==> src/rtl/ieb_pkg.sv <==
// ieb_pkg: offsets, layouts, reset values and carriers
// for the interrupt enable and receive byte threshold block.
// assumes a 16-bit host data bus with even byte addresses.
package ieb_pkg;

    // ************************************************
    // register offsets
    // ************************************************
    localparam logic [7:0] ADDR_THRESH = 8'h8E;
    localparam logic [7:0] ADDR_ENABLE = 8'h90;
    localparam logic [7:0] ADDR_STATUS = 8'h92;

    // ************************************************
    // reset values and bit masks
    // ************************************************
    localparam logic [15:0] THRESH_RST = 16'h0000;
    localparam logic [15:0] ENABLE_RST = 16'h0000;
    localparam logic [15:0] STATUS_RST = 16'h0300;
    localparam logic [15:0] ENABLE_MASK = 16'hEB7D;
    localparam logic [15:0] STATUS_MASK = 16'hEB7C;
    localparam logic [15:0] W1C_MASK = 16'hEB40;
    localparam logic [15:0] ZERO16 = 16'h0000;

    // ************************************************
    // bit positions
    // ************************************************
    localparam int B_LINK = 15;
    localparam int B_TX = 14;
    localparam int B_RX = 13;
    localparam int B_OVR = 11;
    localparam int B_TXSTOP = 9;
    localparam int B_RXSTOP = 8;
    localparam int B_SPACE = 6;
    localparam int B_WFRAME = 5;
    localparam int B_WPKT = 4;
    localparam int B_LINKUP = 3;
    localparam int B_ENERGY = 2;
    localparam int B_DELAY = 0;

    // ************************************************
    // carriers
    // ************************************************
    typedef struct packed {
        logic link_change;
        logic tx_done;
        logic rx_frame;
        logic rx_overrun;
        logic tx_stopped;
        logic rx_stopped;
        logic tx_space;
    } ieb_event_t;

    typedef struct packed {
        logic wake_frame;
        logic wake_packet;
        logic linkup;
        logic energy;
    } ieb_wake_t;

    typedef struct packed {
        logic cs_b;
        logic rd_b;
        logic wr_b;
        logic [1:0] be_b;
        logic [7:0] addr;
        logic [15:0] wdata;
    } ieb_host_t;

endpackage

==> src/rtl/ieb_irq_ctrl.sv <==
// ieb_irq_ctrl: interrupt enable, status and receive
// byte threshold trigger behind an asynchronous sram-like
// host port.
// assumes host address, data and byte enables stay stable
// for the whole strobe; event pulses come from core_clk logic.
//
// Notes on behaviour
// - 16-bit byte threshold register, resets zero
// - threshold enable plus bytes crossing above sets receive
// - enable bit 15 gates link change
// - enable bit 14 gates transmit
// - enable bit 13 gates receive incl threshold
// - enable bit 11 gates receive overrun
// - enable bit 9 gates transmit stopped
// - enable bit 8 gates receive stopped
// - enable bit 6 gates transmit space
// - enable bit 5 gates wake frame
// - enable bit 4 gates wake pattern packet
// - enable bit 3 gates linkup wake
// - enable bit 2 gates energy wake while bit 0 is clear
// - bit 0 delays energy until host ready
// - pin asserts on any enabled set status
// - status not cleared by read, write-one clears event bits; wake bits 5-2 follow their inputs
// - receive status at bit 13, frame ready
`timescale 1ns/1ns
module ieb_irq_ctrl
    import ieb_pkg::*;
(
    // clock and reset
    input wire logic core_clk,
    input wire logic rst_b,
    // host pins
    input wire logic host_cs_b,
    input wire logic host_rd_b,
    input wire logic host_wr_b,
    input wire logic [1:0] host_be_b,
    input wire logic [7:0] host_addr,
    input wire logic [15:0] host_data_in,
    output logic [15:0] host_data_out,
    output logic host_data_oe_b,
    // device event sources
    input wire ieb_event_t evt,
    input wire ieb_wake_t wake,
    input wire logic [15:0] rx_queue_bytes,
    input wire logic rx_byte_thresh_en,
    input wire logic host_ready,
    // interrupt pin
    output logic intr_b
);

    // ************************************************
    // functions
    // ************************************************

    // merge write data into a register by byte lane
    function automatic logic [15:0] lane_merge(
        input logic [15:0] old_val,
        input logic [15:0] new_val,
        input logic [1:0] be_b
    );
        logic [15:0] res;
        res = old_val;
        if (!be_b[0]) begin
            res[7:0] = new_val[7:0];
        end
        if (!be_b[1]) begin
            res[15:8] = new_val[15:8];
        end
        return res;
    endfunction

    // ************************************************
    // reset release and pin synchronisers
    // ************************************************
    logic rst_meta_b, rst_sync_b;
    ieb_host_t host_meta, host_sync, host_pins;

    assign host_pins = '{cs_b: host_cs_b, rd_b: host_rd_b,
                         wr_b: host_wr_b, be_b: host_be_b,
                         addr: host_addr, wdata: host_data_in};

    // two-stage release of the reset
    always_ff @(posedge core_clk or negedge rst_b) begin
        if (!rst_b) begin
            rst_meta_b <= 1'b0;
            rst_sync_b <= 1'b0;
        end else begin
            rst_meta_b <= 1'b1;
            rst_sync_b <= rst_meta_b;
        end
    end

    // two flops on every host pin
    always_ff @(posedge core_clk or negedge rst_sync_b) begin
        if (!rst_sync_b) begin
            host_meta <= '1;
            host_sync <= '1;
        end else begin
            host_meta <= host_pins;
            host_sync <= host_meta;
        end
    end

    // ************************************************
    // host strobe decode
    // ************************************************
    logic rd_active, wr_active, wr_active_q;
    logic [1:0] wr_be_q;
    logic [7:0] wr_addr_q;
    logic [15:0] wr_data_q;
    logic wr_done;

    assign rd_active = !host_sync.cs_b && !host_sync.rd_b;
    assign wr_active = !host_sync.cs_b && !host_sync.wr_b;
    // write takes effect when the strobe ends
    assign wr_done = wr_active_q && !wr_active;

    // hold the last address and data seen during the strobe
    always_ff @(posedge core_clk or negedge rst_sync_b) begin
        if (!rst_sync_b) begin
            wr_active_q <= 1'b0;
            wr_be_q <= 2'h3;
            wr_addr_q <= 8'h00;
            wr_data_q <= ZERO16;
        end else begin
            wr_active_q <= wr_active;
            if (wr_active) begin
                wr_be_q <= host_sync.be_b;
                wr_addr_q <= host_sync.addr;
                wr_data_q <= host_sync.wdata;
            end
        end
    end

    // ************************************************
    // threshold and enable registers
    // ************************************************
    logic [15:0] rx_byte_threshold_value;
    logic [15:0] interrupt_enable;

    // byte threshold, whole register, bytes
    always_ff @(posedge core_clk or negedge rst_sync_b) begin
        if (!rst_sync_b) begin
            rx_byte_threshold_value <= THRESH_RST;
        end else if (wr_done && wr_addr_q == ADDR_THRESH) begin
            rx_byte_threshold_value <= lane_merge(rx_byte_threshold_value,
                                                  wr_data_q, wr_be_q);
        end
    end

    // enable register, reserved positions held at zero
    always_ff @(posedge core_clk or negedge rst_sync_b) begin
        if (!rst_sync_b) begin
            interrupt_enable <= ENABLE_RST;
        end else if (wr_done && wr_addr_q == ADDR_ENABLE) begin
            interrupt_enable <= lane_merge(interrupt_enable, wr_data_q,
                                           wr_be_q) & ENABLE_MASK;
        end
    end

    // ************************************************
    // byte threshold trigger
    // ************************************************
    logic above_thresh, above_thresh_q, thresh_hit;

    assign above_thresh = rx_queue_bytes > rx_byte_threshold_value;
    // one hit per crossing, so a clear is not undone at once
    assign thresh_hit = rx_byte_thresh_en && above_thresh &&
                        !above_thresh_q;

    // previous compare result
    always_ff @(posedge core_clk or negedge rst_sync_b) begin
        if (!rst_sync_b) begin
            above_thresh_q <= 1'b0;
        end else begin
            above_thresh_q <= above_thresh;
        end
    end

    // ************************************************
    // status register
    // ************************************************
    logic [15:0] interrupt_status;
    logic [15:0] sticky_set;
    logic [15:0] sticky_clr;
    logic [15:0] next_status;

    // edge sources that set sticky bits
    always_comb begin
        sticky_set = ZERO16;
        sticky_set[B_LINK] = evt.link_change;
        sticky_set[B_TX] = evt.tx_done;
        sticky_set[B_RX] = evt.rx_frame || thresh_hit;
        sticky_set[B_OVR] = evt.rx_overrun;
        sticky_set[B_TXSTOP] = evt.tx_stopped;
        sticky_set[B_RXSTOP] = evt.rx_stopped;
        sticky_set[B_SPACE] = evt.tx_space;
    end

    // write one to clear; a read changes nothing
    assign sticky_clr = (wr_done && wr_addr_q == ADDR_STATUS) ?
                        lane_merge(ZERO16, wr_data_q, wr_be_q) & W1C_MASK :
                        ZERO16;

    // set wins over a clear in the same cycle
    always_comb begin
        next_status = ((interrupt_status & ~sticky_clr) | sticky_set) &
                      W1C_MASK;
        next_status[B_WFRAME] = wake.wake_frame;
        next_status[B_WPKT] = wake.wake_packet;
        next_status[B_LINKUP] = wake.linkup;
        next_status[B_ENERGY] = wake.energy;
    end

    // status storage
    always_ff @(posedge core_clk or negedge rst_sync_b) begin
        if (!rst_sync_b) begin
            interrupt_status <= STATUS_RST;
        end else begin
            interrupt_status <= next_status;
        end
    end

    // ************************************************
    // enable gating and interrupt pin
    // ************************************************
    logic [15:0] gate, pending;
    logic energy_gate;

    // energy: direct, or delayed until host access is ready
    assign energy_gate = (interrupt_enable[B_ENERGY] &&
                          !interrupt_enable[B_DELAY]) ||
                         (interrupt_enable[B_DELAY] &&
                          host_ready);

    // per-source gates, reserved positions never pass
    always_comb begin
        gate = interrupt_enable & ENABLE_MASK;
        gate[B_LINK] = interrupt_enable[B_LINK];
        gate[B_TX] = interrupt_enable[B_TX];
        gate[B_RX] = interrupt_enable[B_RX];
        gate[B_OVR] = interrupt_enable[B_OVR];
        gate[B_TXSTOP] = interrupt_enable[B_TXSTOP];
        gate[B_RXSTOP] = interrupt_enable[B_RXSTOP];
        gate[B_SPACE] = interrupt_enable[B_SPACE];
        gate[B_WFRAME] = interrupt_enable[B_WFRAME];
        gate[B_WPKT] = interrupt_enable[B_WPKT];
        gate[B_LINKUP] = interrupt_enable[B_LINKUP];
        gate[B_ENERGY] = energy_gate;
        gate[B_DELAY] = 1'b0;
    end

    assign pending = interrupt_status & gate;

    // active-low pin from a flop
    always_ff @(posedge core_clk or negedge rst_sync_b) begin
        if (!rst_sync_b) begin
            intr_b <= 1'b1;
        end else begin
            intr_b <= ~(|pending);
        end
    end

    // ************************************************
    // read path
    // ************************************************

    // drive data while a read strobe is seen
    always_ff @(posedge core_clk or negedge rst_sync_b) begin
        if (!rst_sync_b) begin
            host_data_out <= ZERO16;
            host_data_oe_b <= 1'b1;
        end else begin
            host_data_oe_b <= !rd_active;
            case (host_sync.addr)
                ADDR_THRESH: host_data_out <= rx_byte_threshold_value;
                ADDR_ENABLE: host_data_out <= interrupt_enable;
                ADDR_STATUS: host_data_out <= interrupt_status &
                                              STATUS_MASK;
                default: host_data_out <= ZERO16;
            endcase
        end
    end
endmodule

==> config.mk <==
export PLATFORM = sky130hd
export DESIGN_NAME = ieb_irq_ctrl
export DESIGN_NICKNAME = d
export VERILOG_FILES = /design/src/rtl/ieb_pkg.sv /design/src/rtl/ieb_irq_ctrl.sv
export SDC_FILE = /design/constraint.sdc
export NUM_CORES = 1
export LEC_CHECK = 0
export ABC_CLOCK_PERIOD_IN_PS = 4800
export BUFFER_PORTS_ARGS = -buffer_cell sky130_fd_sc_hd__buf_4
export CORE_UTILIZATION = 40
export CTS_CLUSTER_SIZE = 14
export DETAILED_ROUTE_END_ITERATION = 10
export GPL_TIMING_DRIVEN = 0
export PLACE_DENSITY_LB_ADDON = 0.2
export SLEW_MARGIN = 15
export SYNTH_ARGS = -nofsm -noshare
export SYNTH_HDL_FRONTEND = slang
export SYNTH_SLANG_ARGS = --single-unit
==> constraint.sdc <==
create_clock -name core_clk -period 4.8 [get_ports core_clk]
set_input_delay 0 -clock core_clk [delete_from_list [all_inputs] [get_ports core_clk]]
set_output_delay 0 -clock core_clk [all_outputs]
set_load 0.02 [all_outputs]
After elaboration in Yosys (flattened, before gate mapping)
Cells that the tools add are included.
- magnitude comparators: 1
- equality and inequality tests: 6
- mux-type cells: 4
- bitwise operators: 7
- reduce and logical (&&, ||, !) cells: 24
- operators with widths (kind ; count):
    $eq A8 B8 Y1 const B ; 6
    $pmux W16 S3 ; 1
    $and A16 B16 Y16 ; 2
    $gt A16 B16 Y1 ; 1
    $mux W16 ; 1
    $not A16 Y16 ; 1
    $or A16 B16 Y16 ; 1
    $reduce_or A16 Y1 ; 1
    $logic_and A1 B1 Y1 ; 10
    $mux W8 ; 1
    $reduce_and A2 Y1 ; 4
    $logic_not A1 Y1 ; 7
    $mux W7 ; 1
    $not A1 Y1 ; 3
    $logic_or A1 B1 Y1 ; 2
- bits in registers: 145

Longest topological paths before layout
- word-level depth: 9
- depth in mapped cells: 7
- mapped depth without buffers: 7

Least setup slack after synthesis
No wires, ideal clock.
- path kind: flip-flop to flip-flop
- from: register host_sync[28] (netlist bit)
- to: register rx_byte_threshold_value[0]
- library setup time: 125 ps
- arrival: 2043 ps
- required time: 4675 ps
- setup slack: 2632 ps
- stages on the path, launching flop included: 6
- path buffers: 0
- period minus slack after synthesis: 2168 ps
- path through: dfstp_2 > nor2_2 > or3b_4 > or4_4 > nor2_8 > mux2_2
- cells in the longest elaborated chain, start to end: 6
- RTL lines (item ; line ; RTL):
    from (decl) ; ieb_irq_ctrl.sv:76 ; ieb_host_t host_meta, host_sync, host_pins;
    from (signal assigned) ; ieb_irq_ctrl.sv:100 ; host_sync <= host_meta;
    $logic_not A1 Y1 ; ieb_irq_ctrl.sv:114 ; assign wr_active = !host_sync.cs_b && !host_sync.wr_b;
    $logic_and A1 B1 Y1 ; ieb_irq_ctrl.sv:114 ;
    $logic_not A1 Y1 ; ieb_irq_ctrl.sv:116 ; assign wr_done = wr_active_q && !wr_active;
    $logic_and A1 B1 Y1 ; ieb_irq_ctrl.sv:116 ;
    $logic_and A1 B1 Y1 ; ieb_irq_ctrl.sv:145 ; end else if (wr_done && wr_addr_q == ADDR_THRESH) begin
    $reduce_and A2 Y1 (no source line) ; - ;
    to (signal assigned) ; ieb_irq_ctrl.sv:146 ; rx_byte_threshold_value <= lane_merge(rx_byte_threshold_value,
    to (decl) ; ieb_irq_ctrl.sv:138 ; logic [15:0] rx_byte_threshold_value;
Every way passes these cells.
A chain may end at the register's enable or synchronous reset.

Worst setup path after layout
- from: register host_sync[28] (netlist bit)
- to: register interrupt_status[13]
- cells in the longest elaborated chain, start to end: 9
- RTL lines (item ; line ; RTL):
    $logic_not A1 Y1 ; ieb_irq_ctrl.sv:114 ;
    $logic_and A1 B1 Y1 ; ieb_irq_ctrl.sv:114 ;
    $logic_not A1 Y1 ; ieb_irq_ctrl.sv:116 ;
    $logic_and A1 B1 Y1 ; ieb_irq_ctrl.sv:116 ;
    $logic_and A1 B1 Y1 ; ieb_irq_ctrl.sv:201 ; assign sticky_clr = (wr_done && wr_addr_q == ADDR_STATUS) ?
    $mux W16 ; ieb_irq_ctrl.sv:201 ;
    $not A16 Y16 ; ieb_irq_ctrl.sv:207 ; next_status = ((interrupt_status & ~sticky_clr) | sticky_set) &
    $and A16 B16 Y16 ; ieb_irq_ctrl.sv:207 ;
    $or A16 B16 Y16 ; ieb_irq_ctrl.sv:207 ;
    via next_status[13] ; ieb_irq_ctrl.sv:186 ; logic [15:0] next_status;
    to (signal assigned) ; ieb_irq_ctrl.sv:220 ; interrupt_status <= next_status;
    to (decl) ; ieb_irq_ctrl.sv:183 ; logic [15:0] interrupt_status;
The timed path passes the listed nets, and every way through them passes these cells.

==> flow_metrics.py <==
metrics = {
    "power": {
        "power.share.clock_pct": 45.5,
        "swShare_pct": 21.7,
        "power.density_nw_per_um2": 400,
        "comb_power_share_pct": 6.9,
        "max-vdd-ir-drop_mv": 0.209,
        "p_leak_nw": 3.20,
        "p_int_mw": 2.25,
        "switching_power_mw": 0.626,
        "p_seq_share_pct": 47.6,
    },
    "floorplanning": {
        "ios": 78,
        "dieHeight_microns": 117,
        "core_sq_um": 12800,
        "initial_core_util_pct": 41.6,
        "die_area_sq_um": 13800,
        "die-width_microns": 117,
        "rows": 41,
    },
    "layout": {
        "utilization_pct": 56.4,
        "regArea_sq_um": 3710,
        "fillers": 1021,
        "multi_input_area_sq_um": 1520,
        "n_antenna_cell": 0,
        "final_common_cell": "dfrtp_1",
        "final_cell_mix": "80 x dfrtp_1, 77 x buf_4, 64 x dfstp_2",
        "drive_gt1_share_pct": 47.2,
        "final_nets": 567,
        "area_growth_pct": 35.5,
    },
    "sta": {
        "rsz0062_at_grt": "false",
        "max_freq_mhz": 357,
        "relSlewSlack_pct": 44.2,
        "setup_slack_ns": 2.00,
        "fin_crit_ns": 2.80,
        "tightest_slew_ns": 0.834,
        "holdWs_ns": 0.141,
        "maxSlewViolCount": 0,
        "final.setup.tns_ns": 0,
        "setup_viol_count_final": 0,
        "period_share_pct": 58.4,
        "final-hold-violation-count": 0,
        "fin_skew_ns": 0.00694,
    },
    "setup_path": {
        "arrival_ns": 3.10,
        "critPathMaxFanout": 10,
        "rrSetupSlack_ns": 2.00,
        "worstSetupStartpointType": "flip-flop",
        "cp-end-kind": "flip-flop",
        "criticalPathCategory": "flip-flop to flip-flop",
        "crit_required_ns": 5.10,
        "r2r_cells": 6,
    },
    "cts": {
        "clk_pin_slew_worst_paths_ns": 0.06,
        "ctsRootBufferMaster": "clkbuf_16",
        "htreeDepth": 4,
        "cts_buffers": 17,
        "cts_sinks": 145,
        "cts_tree": "yes",
        "cts_resized": 0,
        "clk_path_buf_depth": 2,
        "clock_latency_ns": 0.42,
    },
    "logic_synthesis": {
        "synth_edf_count": 0,
        "syn-num-nets": 425,
        "yosysUniqueCellTypes": 37,
        "yosys_warnings": 0,
        "syn_avg_cell_area_sq_um": 15.2,
        "synth-seq-cells": 145,
        "ys_seq_area_share_pct": 69.7,
        "synthArstFlopShare_pct": 100,
        "ys.flop_type": "dfrtp_1",
        "synthCells": 349,
        "synth_area_sq_um": 5320,
    },
    "drt": {
        "viasPerCell": 4.67,
        "antenna_left": 0,
        "wl_per_cell_microns": 14.9,
        "drt_iter0_markers": 168,
        "drtPass1Iterations": 4,
        "remaining_drc_errors": 0,
        "totalWireLength_microns": 10000,
        "vias": 3154,
    },
    "global_routing": {
        "grt_pass1_vias": 3230,
        "grt.total_usage_pct": 16.2,
        "grt_max_degree": 58,
        "antenna_found_initial": 0,
        "grt_pass1_wl_microns": 16600,
        "grt_overflow": 0,
    },
    "run": {
        "maxCapViolCount": 0,
    },
    "placement": {
        "port-buffer-count": 77,
        "pre_cts_slack_ns": 2.40,
        "hpwlAfterDp_microns": 6870,
        "place.gp.congestion": 0.794,
    },
    "worst_hold_path": {
        "holdPathStages": 4,
        "worstHoldPathType": "primary input to flip-flop",
    },
    "outcome": {
        "status": "completed",
    },
}
critical path: stages (launching register included):
cell	delay, ns
dfstp_2	0.53
nor2_2	0.11
or3b_4	0.43
nor4_2	0.56
nand2_1	0.14
a221o_1	0.36
dlygate4sd3_1	0.56
stage by stage:
stage          instances  power [mW]  cell area (sq um)
6_report             676        2.88               7210
5_1_grt              676        3.00               7210
4_1_cts              676        2.92               7210
3_5_place_dp         600        1.57               6170
3_3_place_gp         598        1.55               6110
2_1_floorplan        349        1.47               5320
area by class of cell:
type | instances | share of cell area, %
plain buffers | 7 | 0.382
clock buffers | 19 | 6.01
clock inverters | 13 | 2.26
inverters | 17 | 0.886
multi-input cells | 180 | 21.1
flip-flops and latches | 145 | 51.5
well taps | 172 | 2.99
repair buffers | 123 | 14.9
Yosys cell counts, types with 6 or more instances:
library cell / count / share of area, %
mux2_2: 55 / 12
o21ai_0: 13 / 1.2
ha_1: 16 / 3.8
inv_1: 17 / 1.2
mux2i_1: 11 / 2.1
dfstp_2: 64 / 32
nand2_1: 27 / 1.9
dfrtp_1: 81 / 38
a21o_1: 7 / 0.99
a21oi_1: 6 / 0.56
timing repair:
action | in CTS | in global routing
endpoints found under the hold margin | 43 | 0
hold buffers | 44 | 0
buffers inserted | 0 | 0
power groups by stage:
stage | Combinational (mW) | Clock, mW | Sequential (mW)
5_1_grt | 0.219 | 1.40 | 1.38
4_1_cts | 0.202 | 1.34 | 1.37
2_1_floorplan | 0.0832 | 0 | 1.39
3_5_place_dp | 0.174 | 0 | 1.39
6_report | 0.198 | 1.31 | 1.37
3_3_place_gp | 0.146 | 0 | 1.41
cell families after synthesis:
logic type | after synthesis | share of synthesized area (%)
AOI/OAI and AO/OA | 37 | 4.45
muxes | 66 | 13.7
and+or+nand+nor | 60 | 6.54
buffers and inverters | 24 | 1.72
adders and majority gates | 16 | 3.76
other | 1 | 0.0705
DFF | 145 | 69.7
state kept, by name, summed over array words and instances, names as in the netlist, 2 cells and up:
register and count:
interrupt_status 11, wr_data_q 16, wr_be_q 2, rx_byte_threshold_value 16
host_data_out 16, wr_addr_q 8, host_meta 29, host_sync 29
interrupt_enable 12
per-layer routing:
| metal | global-route usage (%) | part of all wire, % | wire [microns] |
|---|---|---|---|
| met5 | 0 | 0 | 0 |
| met4 | 8.60 | 2.5 | 249 |
| met3 | 5.06 | 5.4 | 543 |
| met2 | 24.6 | 48 | 4800 |
| met1 | 20.6 | 44 | 4460 |
path summary, 6_finish.rpt:
path	start	endpoint
max reg2reg	host_sync[28]	interrupt_status[13]
min	rx_queue_bytes[15]	above_thresh_q
max	host_sync[28]	interrupt_status[13]
min reg2reg	rst_sync_b	wr_addr_q[1]
min in group asynchronous	rst_sync_b	wr_addr_q[1]
max in group asynchronous	rst_sync_b	host_sync[12]
Power figures use the tool's default switching activity.
